`src/hdl/dsle_pkg.sv`:
```
package dsle_pkg;

    // clock and shared timebase
    localparam int CLK_MHZ = 250;
    localparam int TICK_US = 50000;
    localparam int TICK_CYCLES = TICK_US * CLK_MHZ;
    localparam int TICK_CNT_W = 24;

    // pattern shapes, in ticks of the shared timebase
    localparam int FRAME_TICKS = 24;
    localparam int BLINK_TICKS = 4;
    localparam int SLOW_TICKS = 12;
    localparam int FAST_TICKS = 2;
    localparam int FLASH_TICKS = 4;
    localparam int PHASE_W = 8;

    // register map, byte addresses
    localparam logic [7:0] ADDR_CTRL = 8'h00;
    localparam logic [7:0] ADDR_LATCH_CFG = 8'h04;
    localparam logic [7:0] ADDR_STATUS = 8'h08;
    localparam logic [7:0] ADDR_EVENT = 8'h0c;

    // control register fields
    localparam int CTRL_DRIVE_RESET = 0;

    // latch configuration: one bit per optional fault and one for safe torque off, reset value
    localparam int NUM_FAULTS = 11;
    localparam int NUM_DEFAULT_LATCH = 5;
    localparam int NUM_OPTIONAL = 7;
    localparam logic [NUM_OPTIONAL-1:0] LATCH_CFG_RESET = 7'h00;

    // status register fields
    localparam int STAT_LATCHED_LSB = 0;
    localparam int STAT_PATTERN_LSB = 12;
    localparam int STAT_INHIBIT = 20;
    localparam int STAT_TRANSIENT = 21;

    // event register fields, sticky, write one to clear
    localparam int EVT_FB_LOCAL = 0;
    localparam int EVT_FB_WDOG = 1;
    localparam int EVT_CAN_ERRCTL = 2;
    localparam int NUM_EVT = 3;

    // display patterns, one-hot
    typedef enum logic [7:0] {
        pat_off = 8'h01,
        pat_solid = 8'h02,
        pat_blink = 8'h04,
        pat_slow = 8'h08,
        pat_fast = 8'h10,
        pat_single = 8'h20,
        pat_double = 8'h40,
        pat_flicker = 8'h80
    } dsle_pattern_type;

    // network state machine states, one-hot
    typedef enum logic [3:0] {
        net_init = 4'h1,
        net_preop = 4'h2,
        net_safeop = 4'h4,
        net_op = 4'h8
    } dsle_net_state_type;

    // faults: [4:0] short, drive temp, motor temp, feedback, following
    //         [10:5] overcurrent, overvolt, undervolt, phasing, cmd lost, wiring
    typedef struct packed {
        logic [NUM_FAULTS-1:0] fault;
        logic safe_torque_off;
        logic enabled;
        logic pos_limit;
        logic neg_limit;
    } dsle_drive_cond_type;

    typedef struct packed {
        dsle_net_state_type state;
        logic cfg_error;
        logic local_error_evt;
        logic pdo_wdog_evt;
        logic bus_wdog_evt;
        logic app_wdog_evt;
        logic link_up;
        logic link_activity;
    } dsle_fieldbus_type;

    typedef struct packed {
        dsle_net_state_type state;
        logic cfg_error;
        logic warn_level;
        logic guard_evt;
        logic heartbeat_evt;
        logic bus_off;
    } dsle_can_type;

    typedef struct packed {
        logic drive_red;
        logic drive_green;
        logic fb_run;
        logic fb_err;
        logic fb_link_act;
        logic can_run;
        logic can_err;
    } dsle_leds_type;

endpackage

```
`src/hdl/dsle_encoder.sv`:
```
`timescale 1ns/1ps
// Behaviour
// - drive led shows only the highest priority active condition
// - when displayed condition clears, next active condition shows at once
// - drive led shows one colour at a time, steady or blinking
// - latching fault blinks red; indication and inhibit hold until drive reset
// - transient fault shows solid red and releases when its cause goes
// - non-latching safe torque off active shows green double blink
// - healthy but not enabled shows slow green blink
// - limit switch shows fast green blink; motion only away from switch
// - healthy and enabled shows solid green
// - five faults latch always; six optional faults and safe torque off latch when configured
// - fieldbus run led: off, blink, single flash, on per slave state
// - fieldbus error led off when fine, blinks on configuration error
// - fieldbus error led single flash after autonomous local state change
// - fieldbus error led double flash after any watchdog timeout
// - link led on with link, flickers with traffic, off without link
// - can run led: off, blink, single flash, on per network state
// - can error led off without errors, blinks on configuration error
// - can error led single flash while error counter at warning level
// - can error led double flash after guard or heartbeat event
// - can error led steady on while controller is bus off
module dsle_encoder #(
    parameter int TICK_CYCLES = dsle_pkg::TICK_CYCLES,
    parameter int FRAME_TICKS = dsle_pkg::FRAME_TICKS,
    parameter int BLINK_TICKS = dsle_pkg::BLINK_TICKS,
    parameter int SLOW_TICKS = dsle_pkg::SLOW_TICKS,
    parameter int FAST_TICKS = dsle_pkg::FAST_TICKS,
    parameter int FLASH_TICKS = dsle_pkg::FLASH_TICKS
) (
    // clock and reset
    input wire logic ref_clk,
    input wire logic sys_rst,
    // wishbone slave
    input wire logic wb_cyc_i,
    input wire logic wb_stb_i,
    input wire logic wb_we_i,
    input wire logic [7:0] wb_adr_i,
    input wire logic [3:0] wb_sel_i,
    input wire logic [31:0] wb_dat_i,
    output logic [31:0] wb_dat_o,
    output logic wb_ack_o,
    // drive conditions and networks
    input wire dsle_pkg::dsle_drive_cond_type drive_cond,
    input wire logic drive_reset_req,
    input wire dsle_pkg::dsle_fieldbus_type fieldbus,
    input wire dsle_pkg::dsle_can_type canbus,
    // drive control
    output logic drive_inhibit,
    output logic allow_pos_motion,
    output logic allow_neg_motion,
    // leds
    output dsle_pkg::dsle_leds_type leds
);

    localparam int NF = dsle_pkg::NUM_FAULTS;
    localparam int NL = NF + 1;

    logic [dsle_pkg::TICK_CNT_W-1:0] tick_cnt;
    logic tick;
    logic [dsle_pkg::PHASE_W-1:0] phase;
    logic [dsle_pkg::NUM_OPTIONAL-1:0] latch_cfg;
    logic [NL-1:0] latch_en;
    logic [NL-1:0] latch_src;
    logic [NL-1:0] latched;
    logic transient;
    logic drive_reset;
    logic [dsle_pkg::NUM_EVT-1:0] events;
    logic [dsle_pkg::NUM_EVT-1:0] evt_set;
    logic [dsle_pkg::NUM_EVT-1:0] evt_clr;
    logic act_seen;
    logic act_window;
    logic wb_req;
    logic wb_wr;
    dsle_pkg::dsle_pattern_type drive_pat;
    dsle_pkg::dsle_pattern_type next_drive_pat;
    logic next_drive_red;
    dsle_pkg::dsle_pattern_type fb_err_pat;
    dsle_pkg::dsle_pattern_type can_err_pat;
    logic [31:0] next_rdata;

    // level of a pattern at a given phase of the shared frame
    function automatic logic pat_level(input dsle_pkg::dsle_pattern_type p,
                                       input logic [dsle_pkg::PHASE_W-1:0] ph);
        int n;
        logic lvl;
        n = int'(ph);
        lvl = 1'b0;
        case (p)
            dsle_pkg::pat_solid: begin
                lvl = 1'b1;
            end
            dsle_pkg::pat_blink: begin
                lvl = (n % (2 * BLINK_TICKS)) < BLINK_TICKS;
            end
            dsle_pkg::pat_slow: begin
                lvl = (n % (2 * SLOW_TICKS)) < SLOW_TICKS;
            end
            dsle_pkg::pat_fast: begin
                lvl = (n % (2 * FAST_TICKS)) < FAST_TICKS;
            end
            dsle_pkg::pat_single: begin
                lvl = n < FLASH_TICKS;
            end
            dsle_pkg::pat_double: begin
                lvl = (n < FLASH_TICKS) ||
                      ((n >= 2 * FLASH_TICKS) && (n < 3 * FLASH_TICKS));
            end
            dsle_pkg::pat_flicker: begin
                lvl = ph[0];
            end
            default: begin
                lvl = 1'b0;
            end
        endcase
        return lvl;
    endfunction

    function automatic dsle_pkg::dsle_pattern_type run_pat(
        input dsle_pkg::dsle_net_state_type s);
        dsle_pkg::dsle_pattern_type p;
        p = dsle_pkg::pat_off;
        case (s)
            dsle_pkg::net_preop: begin
                p = dsle_pkg::pat_blink;
            end
            dsle_pkg::net_safeop: begin
                p = dsle_pkg::pat_single;
            end
            dsle_pkg::net_op: begin
                p = dsle_pkg::pat_solid;
            end
            default: begin
                p = dsle_pkg::pat_off;
            end
        endcase
        return p;
    endfunction

    // shared timebase: tick pulse and frame phase
    always_ff @(posedge ref_clk) begin
        if (sys_rst) begin
            tick_cnt <= '0;
            tick <= 1'b0;
        end else if (tick_cnt ==
                dsle_pkg::TICK_CNT_W'(TICK_CYCLES - 1)) begin
            tick_cnt <= '0;
            tick <= 1'b1;
        end else begin
            tick_cnt <= tick_cnt + 1'b1;
            tick <= 1'b0;
        end
    end

    always_ff @(posedge ref_clk) begin
        if (sys_rst) begin
            phase <= '0;
        end else if (tick) begin
            if (phase ==
                    dsle_pkg::PHASE_W'(FRAME_TICKS - 1)) begin
                phase <= '0;
            end else begin
                phase <= phase + 1'b1;
            end
        end
    end

    // wishbone handshake: ack one cycle after request, write at the ack edge
    assign wb_req = wb_cyc_i && wb_stb_i;
    assign wb_wr = wb_req && wb_we_i &&
        wb_ack_o && wb_sel_i[0];

    always_ff @(posedge ref_clk) begin
        if (sys_rst) begin
            wb_ack_o <= 1'b0;
        end else begin
            wb_ack_o <= wb_req && !wb_ack_o;
        end
    end

    always_comb begin
        next_rdata = 32'h0000_0000;
        if (wb_adr_i == dsle_pkg::ADDR_LATCH_CFG) begin
            next_rdata[dsle_pkg::NUM_OPTIONAL-1:0] = latch_cfg;
        end else if (wb_adr_i == dsle_pkg::ADDR_STATUS) begin
            next_rdata[dsle_pkg::STAT_LATCHED_LSB +: NL] = latched;
            next_rdata[dsle_pkg::STAT_PATTERN_LSB +: 8] = drive_pat;
            next_rdata[dsle_pkg::STAT_INHIBIT] = drive_inhibit;
            next_rdata[dsle_pkg::STAT_TRANSIENT] = transient;
        end else if (wb_adr_i == dsle_pkg::ADDR_EVENT) begin
            next_rdata[dsle_pkg::NUM_EVT-1:0] = events;
        end else begin
            next_rdata = 32'h0000_0000;
        end
    end

    always_ff @(posedge ref_clk) begin
        if (sys_rst) begin
            wb_dat_o <= 32'h0000_0000;
        end else if (wb_req && !wb_ack_o &&
                !wb_we_i) begin
            wb_dat_o <= next_rdata;
        end
    end

    always_ff @(posedge ref_clk) begin
        if (sys_rst) begin
            latch_cfg <= dsle_pkg::LATCH_CFG_RESET;
        end else if (wb_wr &&
                wb_adr_i == dsle_pkg::ADDR_LATCH_CFG) begin
            latch_cfg <= wb_dat_i[dsle_pkg::NUM_OPTIONAL-1:0];
        end
    end

    assign drive_reset = drive_reset_req ||
        (wb_wr && wb_adr_i == dsle_pkg::ADDR_CTRL &&
        wb_dat_i[dsle_pkg::CTRL_DRIVE_RESET]);

    // fault latching: five defaults always latch, the rest by configuration
    assign latch_src = {drive_cond.safe_torque_off, drive_cond.fault};
    assign latch_en = {latch_cfg, {dsle_pkg::NUM_DEFAULT_LATCH{1'b1}}};

    always_ff @(posedge ref_clk) begin
        if (sys_rst) begin
            latched <= '0;
        end else begin
            // a fault present at the reset edge latches again at once
            latched <= (drive_reset ? '0 : latched) |
                (latch_src & latch_en);
        end
    end

    assign transient =
        |(drive_cond.fault & ~latch_en[NF-1:0]);

    always_ff @(posedge ref_clk) begin
        if (sys_rst) begin
            drive_inhibit <= 1'b1;
        end else begin
            drive_inhibit <= (|latched) || transient ||
                drive_cond.safe_torque_off;
        end
    end

    always_ff @(posedge ref_clk) begin
        if (sys_rst) begin
            allow_pos_motion <= 1'b0;
            allow_neg_motion <= 1'b0;
        end else begin
            allow_pos_motion <= !drive_cond.pos_limit;
            allow_neg_motion <= !drive_cond.neg_limit;
        end
    end

    // drive status priority encoder
    always_comb begin
        next_drive_red = 1'b0;
        next_drive_pat = dsle_pkg::pat_solid;
        if (|latched) begin
            next_drive_red = 1'b1;
            next_drive_pat = dsle_pkg::pat_blink;
        end else if (transient) begin
            next_drive_red = 1'b1;
            next_drive_pat = dsle_pkg::pat_solid;
        end else if (drive_cond.safe_torque_off) begin
            next_drive_pat = dsle_pkg::pat_double;
        end else if (!drive_cond.enabled) begin
            next_drive_pat = dsle_pkg::pat_slow;
        end else if (drive_cond.pos_limit ||
                drive_cond.neg_limit) begin
            next_drive_pat = dsle_pkg::pat_fast;
        end else begin
            next_drive_pat = dsle_pkg::pat_solid;
        end
    end

    always_ff @(posedge ref_clk) begin
        if (sys_rst) begin
            drive_pat <= dsle_pkg::pat_off;
        end else begin
            drive_pat <= next_drive_pat;
        end
    end

    // sticky network events, set wins over a write-one clear
    assign evt_set[dsle_pkg::EVT_FB_LOCAL] =
        fieldbus.local_error_evt;
    assign evt_set[dsle_pkg::EVT_FB_WDOG] = fieldbus.pdo_wdog_evt ||
        fieldbus.bus_wdog_evt || fieldbus.app_wdog_evt;
    assign evt_set[dsle_pkg::EVT_CAN_ERRCTL] = canbus.guard_evt ||
        canbus.heartbeat_evt;
    assign evt_clr = (wb_wr &&
        wb_adr_i == dsle_pkg::ADDR_EVENT) ?
        wb_dat_i[dsle_pkg::NUM_EVT-1:0] : '0;

    always_ff @(posedge ref_clk) begin
        if (sys_rst) begin
            events <= '0;
        end else begin
            events <= (events & ~evt_clr) | evt_set;
        end
    end

    // link activity stretched over one tick for the flicker
    always_ff @(posedge ref_clk) begin
        if (sys_rst) begin
            act_seen <= 1'b0;
            act_window <= 1'b0;
        end else if (tick) begin
            act_seen <= fieldbus.link_activity;
            act_window <= act_seen ||
                fieldbus.link_activity;
        end else begin
            act_seen <= act_seen || fieldbus.link_activity;
        end
    end

    // error led priority, most severe first
    always_comb begin
        fb_err_pat = dsle_pkg::pat_off;
        if (events[dsle_pkg::EVT_FB_WDOG]) begin
            fb_err_pat = dsle_pkg::pat_double;
        end else if (events[dsle_pkg::EVT_FB_LOCAL]) begin
            fb_err_pat = dsle_pkg::pat_single;
        end else if (fieldbus.cfg_error) begin
            fb_err_pat = dsle_pkg::pat_blink;
        end else begin
            fb_err_pat = dsle_pkg::pat_off;
        end
    end

    always_comb begin
        can_err_pat = dsle_pkg::pat_off;
        if (canbus.bus_off) begin
            can_err_pat = dsle_pkg::pat_solid;
        end else if (events[dsle_pkg::EVT_CAN_ERRCTL]) begin
            can_err_pat = dsle_pkg::pat_double;
        end else if (canbus.warn_level) begin
            can_err_pat = dsle_pkg::pat_single;
        end else if (canbus.cfg_error) begin
            can_err_pat = dsle_pkg::pat_blink;
        end else begin
            can_err_pat = dsle_pkg::pat_off;
        end
    end

    // led outputs, registered
    always_ff @(posedge ref_clk) begin
        if (sys_rst) begin
            leds <= '0;
        end else begin
            leds.drive_red <= next_drive_red &&
                pat_level(next_drive_pat, phase);
            leds.drive_green <= !next_drive_red &&
                pat_level(next_drive_pat, phase);
            leds.fb_run <=
                pat_level(run_pat(fieldbus.state), phase);
            leds.fb_err <= pat_level(fb_err_pat, phase);
            leds.fb_link_act <= fieldbus.link_up &&
                (!act_window || pat_level(dsle_pkg::pat_flicker, phase));
            leds.can_run <=
                pat_level(run_pat(canbus.state), phase);
            leds.can_err <= pat_level(can_err_pat, phase);
        end
    end

endmodule

```
`config.mk`:
```
export PLATFORM = sky130hd
export DESIGN_NAME = dsle_encoder
export DESIGN_NICKNAME = d
export VERILOG_FILES = /design/src/hdl/dsle_pkg.sv /design/src/hdl/dsle_encoder.sv
export SDC_FILE = /design/constraint.sdc
export NUM_CORES = 1
export LEC_CHECK = 0
export BUFFER_PORTS_ARGS = -buffer_cell sky130_fd_sc_hd__buf_2
export CORE_ASPECT_RATIO = 0.5
export CORE_MARGIN = 5
export CORE_UTILIZATION = 45
export DETAILED_ROUTE_END_ITERATION = 8
export PLACE_DENSITY = 0.69
export SYNTH_ARGS = -nofsm -noshare
export SYNTH_HDL_FRONTEND = slang
export SYNTH_SLANG_ARGS = --single-unit
```
`constraint.sdc`:
```
create_clock -name ref_clk -period 2.6 [get_ports ref_clk]
set_input_delay 0.26 -clock ref_clk [delete_from_list [all_inputs] [get_ports ref_clk]]
set_output_delay 0.26 -clock ref_clk [all_outputs]
set_load 0.02 [all_outputs]
```
# Word-level counts from Yosys, hierarchy flattened
# Cells that the tools add are included.
dict set report totals {
  output_inout_bits 43
  wordCells 151
  ff_bits 108
}
dict set report classes {
  addsub 2
  mux 34
  n_lt_le_gt_ge 6
  div_mod_pow 1
  n_eq_ne 46
  bitwise 7
  reduce_logical 34
}
# operator n
set op_table {}
lappend op_table {{equality test 8 x 4 -> 1 bit, second input constant} 7}
lappend op_table {{2-to-1 mux 7 bit} 7}
lappend op_table {{equality test 8 x 3 -> 1 bit, second input constant} 6}
lappend op_table {{equality test 8 x 5 -> 1 bit, second input constant} 6}
lappend op_table {{equality test 8 x 2 -> 1 bit, second input constant} 5}
lappend op_table {{equality test 8 x 6 -> 1 bit, second input constant} 5}
lappend op_table {{equality test 8 x 7 -> 1 bit, second input constant} 5}
lappend op_table {{equality test 8 bit, second input constant} 5}
lappend op_table {{case mux 6 bit (3 select lines)} 2}
lappend op_table {{case mux 1 bit (7 select lines)} 5}
lappend op_table {{< comparator 32 x 5 -> 1 bit, second input constant} 1}
lappend op_table {{modulo 9 x 6 -> 32 bit, second input constant} 1}
lappend op_table {{adder 24 x 1 -> 24 bit, second input constant} 1}
lappend op_table {{equality test 24 bit, second input constant} 1}
lappend op_table {{2-to-1 mux 8 bit} 3}
lappend op_table {{2-to-1 mux 22 bit} 1}
lappend op_table {{2-to-1 mux 15 bit} 1}
lappend op_table {{logical AND 1 bit} 14}
lappend op_table {{bitwise AND 12 bit} 1}
lappend op_table {{2-to-1 mux 12 bit} 1}
lappend op_table {{2-to-1 mux 3 bit} 4}
lappend op_table {{2-to-1 mux 6 bit} 2}
lappend op_table {{OR 12 bit} 1}
lappend op_table {{OR reduction 12 bit} 1}
lappend op_table {{other kinds (21)} 44}

# Depth between registers and ports, before layout
dict set report depth {
  ltp_word 10
  mapped_depth 9
  depth_no_buf 7
}

# Worst setup path before layout
# No wires, ideal clock.
dict set report synth_path {
  path_kind {reg-to-reg}
  start {register phase[6] (netlist name)}
  end {register leds[5] (netlist name)}
  t_required_ps 2483
  period_less_slack_ps 2173
  path_slack_ps 427
  stages_incl_launch_ff 10
  path_buffers 2
  setup_ps 117
  t_arrival_ps 2056
  cell_sequence {dfxtp_1 -> buf_2 -> clkbuf_1 -> ha_1 -> nand3b_4 -> mux2_2 -> or3_1 -> nand4_1 -> o2111ai_1 -> a32o_1}
}
dict set report synth_via {
  elab_chain_cells 6
}
# element line
set synth_rtl {}
lappend synth_rtl {{start: declaration} dsle_encoder.sv:61} ;# logic [dsle_pkg::PHASE_W-1:0] phase;
lappend synth_rtl {{start signal: assignment} dsle_encoder.sv:163} ;# phase <= phase + 1'b1;
lappend synth_rtl {{branches (longest 3 deep; another with modulo 9 x 6 -> 32 bit)} --}
lappend synth_rtl {{case mux 1 bit (7 select lines) *} dsle_encoder.sv:89} ;# case (p)
lappend synth_rtl {{2-to-1 mux 1 bit *} dsle_encoder.sv:349} ;# if (sys_rst) begin
lappend synth_rtl {{logical AND 1 bit *} dsle_encoder.sv:354} ;# leds.drive_green <= !next_drive_red &&
lappend synth_rtl {{end: declaration} dsle_encoder.sv:53} ;# output dsle_pkg::dsle_leds_type leds
# Every way passes the cells marked *. The select of a mux whose other input is x is not followed.
# A chain may end at the register's enable or synchronous reset.

# Worst setup path in the final report
dict set report layout_path {
  start {register phase[7] (netlist name)}
  end {register leds[5] (netlist name)}
}
# The elaborated chain is that of the path after synthesis.

==> impl_results.md <==
* Sequential power share at about half
* Met2 wire length at around 4.4 mm
* Crit path launch type: register
* Port Buffers at 87
* Hold path cells at 2
* Routed WL at 9.152 mm
* Synth Area per Inst at a little under 9 um2
* Starting density of the core at a little under half
* Number of detailed-route iterations in the first pass at 4
* Switching Fraction at 21.08%
* Reg2reg setup slack at 0.60 ns
* YS warnings at 0
* Worst Path Required at 2.83 ns
* Hold path start: fieldbus[7]
* Clk pwr share at 45.9%
* Initial antenna violation count at 1
* Least-Margin Pin Slew at around 1.1 ns
* Max-slew headroom at 23.45%
* Width of the chip at approximately 150 um
* Met1 Wirelength at 4.212 mm
* Part of the power in combinational logic at 5.9%
* Maxcap violations at 0
* Top delay family on crit path: simple AND/OR/NAND/NOR gates
* Vias in the first global route at between 3000 and 4000
* Core ar. at between 0.008 and 0.009 mm2
* Mapped Cells at about 470
* Seq/Total Area, Yosys at roughly 45%
* Period utilization at about 77%
* Post-route cell area at 0.004952 mm2
* CTS root buf: clkbuf_16
* CP cell instances: ha_1 > nand3b_4 > mux2_2 > or3_1 > nand4_1 > o2111ai_1 > a32o_1
* Post-synth cell types at 58
* WS Path Type: reg -> reg
* # fillers at between 800 and 900
* Hold EP: leds[4]
* Sw power at about 0.65 mW
* Drt wl/cell at 13.70 um
* Post-synth ARST share at 0%
* Critical path endpoint category: register
* Largest net degree at the start of global routing at 26
* Placed Cells at 653
* #FFs+latches synth at 94
* # nets final at 636
* Synth Cell Area at roughly 0.0042 mm2
* Leakage at approximately 2.0 nW
* Mean number of vias per cell at 5.136
* TritonCTS clock tree: done
* Area post-placement at around 0.0046 mm2
* Crit path max fanout at 7
* Worst VDD drop at 340.6 uV
* Post-CTS Resized at 0
* All-Layer GR Usage at 15.89%
* Layout overhead on the synthesized area at 17.90%
* R2r worst-path depth at 7
* Die Y at 78.32 um
* Pins Over Slew Limit at 0
* Status: complete, no violations
* Max stage delay on crit path at 0.31 ns
* Hold_ws at 0.07729 ns
* Setup tns final at 0 ns
* Post-route DRC at 0
* Post-synth EDFFs at 0
* RSZ-0062 raised after global routing: false
* CP arrival at between 2 and 2.5 ns
* Setup Buffers After CTS at 0
* First-pass GRT wire length at 14.86 mm
* Max Used Layer: met5
* Via count at 3431
* Clock Tree Buf Depth at 2
* Num rows at 24
* Peak Freq at between 400 and 500 MHz
* Hold Fails Final Rpt at 0
* Iter 0 DRT Violations at 128
* Dominant synthesized flop cell: dfxtp_1
* Remaining antenna violation count at 0
* CTS clk-pin slew, worst paths at 0.06 ns
* Placer Congestion at 0.7582
* Period minus WS final at 2.003 ns
* Crit path max-delay cell type: dfxtp_1
* DR WL met3 at 385 um
* Clock Skews at between 0.005 and 0.006 ns
* Clk_lat worst skew at between 0.3 and 0.4 ns
* Die area at ~0.011 mm2
* Final setup vio count at 0
* Reg2reg end: leds[5]
* Buf+Inv Stages, Crit Path at 0
* Reg2reg start: phase[7]
* Ports at 128
* Non-filler cells in the finished layout at 668
* Num CTS Buffers at 9
* HPWL after DPL at 6.560 mm
* Hold_buf cts at 0
* H-tree depth at 3
* Ant. Diodes at 0
* Hold crit path type: in -> reg
* Worst path depth at 7
* Int Pwr at ~2.4 mW
* Total clock sinks at 94
* Grt total ovfl at 0
* Cell Pwr Density at between 600 and 700 mW/mm2
* Share of layout cells above drive strength 1 at 23.23%
cell usage after synthesis, drive strengths merged, types with 4 or more instances:
library cell / instances / area share (%)
o21ai: 10 / 1.2
buf: 29 / 4.7
inv: 16 / 1.4
ha: 4 / 1.2
xnor2: 16 / 3.3
mux2: 4 / 1.1
a22o: 4 / 0.83
nor2b: 10 / 1.5
nand3: 14 / 1.7
a21oi: 14 / 1.7
mux2i: 8 / 1.9
o31ai: 4 / 0.71
a211oi: 4 / 0.71
a22oi: 24 / 4.3
nor4: 7 / 1.4
nor2: 94 / 8.7
nand4: 14 / 2.4
nor3: 11 / 1.9
xor2: 13 / 2.7
dfxtp: 94 / 45
clkbuf: 13 / 1.2
nand2: 23 / 2.1
per-stage QoR:
stage | total power, mW | worst slack (ns) | utilization, %
after global placement | 1.692 | 0.6025 | 52.07
after detailed placement | 1.694 | 0.6016 | 52.07
after global routing | 3.200 | 0.4926 | 55.72
after CTS | 3.107 | 0.5916 | 55.72
after floorplan | 1.631 | 0.4271 | -
final | 3.074 | 0.5971 | 55.72
power by group through the flow:
stage / Sequential [mW] / Clock, mW / Combinational [mW]
2_1_floorplan: 1.52 / 0 / 0.114
3_3_place_gp: 1.51 / 0 / 0.181
3_5_place_dp: 1.51 / 0 / 0.181
4_1_cts: 1.48 / 1.44 / 0.182
5_1_grt: 1.48 / 1.52 / 0.202
6_report: 1.48 / 1.41 / 0.182
layout by cell type, fill, tap and decap left out, types with 4 or more instances in the layout:
cell type | Yosys | layout
clkbuf_16 | 0 | 9
nand2_1 | 22 | 22
inv_1 | 16 | 16
o21ai_0 | 10 | 10
nand4_1 | 13 | 13
conb_1 | 1 | 12
a21oi_1 | 14 | 14
mux2i_1 | 8 | 8
buf_2 | 9 | 87
a22o_1 | 4 | 4
nand3_1 | 14 | 14
dfxtp_1 | 94 | 94
a22oi_1 | 24 | 24
xnor2_1 | 16 | 16
buf_4 | 17 | 7
nor4_1 | 6 | 6
nor2_1 | 91 | 91
ha_1 | 4 | 4
mux2_2 | 4 | 4
xor2_1 | 13 | 13
nor2b_1 | 10 | 10
a211oi_1 | 4 | 4
nor3_1 | 7 | 7
o31ai_1 | 4 | 4
cell families after synthesis:
logic type / after synthesis / synth area share, %
buffers and inverters: 58 / 7.328
and+or+nand+nor: 199 / 25.17
adders and majority gates: 4 / 1.192
AOI/OAI and AO/OA: 76 / 12.39
other: 1 / 0.08928
xor gates and xnor gates: 29 / 6.047
muxes: 12 / 2.979
DFF: 94 / 44.80
how the worst max path moves through the flow:
stage           startpoint         end  slack, ns
6_report          phase[7]     leds[5]       0.60
5_1_grt           phase[7]     leds[5]       0.49
4_1_cts           phase[7]     leds[5]       0.59
3_5_place_dp   wb_adr_i[7]  latched[8]       0.60
3_3_place_gp   wb_adr_i[7]  latched[9]       0.60
2_1_floorplan     phase[6]     leds[5]       0.43
flip-flops by register name (all words and copies together), names as in the netlist:
| signal | count |
|---|---|
| act_seen | 1 |
| tick_cnt | 24 |
| events | 3 |
| latch_cfg | 7 |
| drive_pat | 6 |
| leds | 7 |
| wb_dat_o | 20 |
| phase | 8 |
| wb_ack_o | 1 |
| tick | 1 |
| latched | 12 |
| allow_neg_motion | 1 |
| allow_pos_motion | 1 |
| drive_inhibit | 1 |
| act_window | 1 |
layer usage:
layer  track usage, %  up-vias
met5                0        -
met4            6.004        2
met3            5.466       15
met2            26.30       59
met1            19.35     1595
li1                 -     1760
final cells by class:
cell class                 instances  area (um2)  share of cell area, %
clock buffer                      12       256.5                  5.179
clock inverter                     3       67.56                  1.364
inverter                          16       60.06                  1.213
multi-input combinational        332        2052                  41.44
sequential                        94        1882                  38.00
tap                              117       146.4                  2.956
timing repair buffer              94       488.0                  9.853
Note: power is estimated with default switching activity, not from simulation.
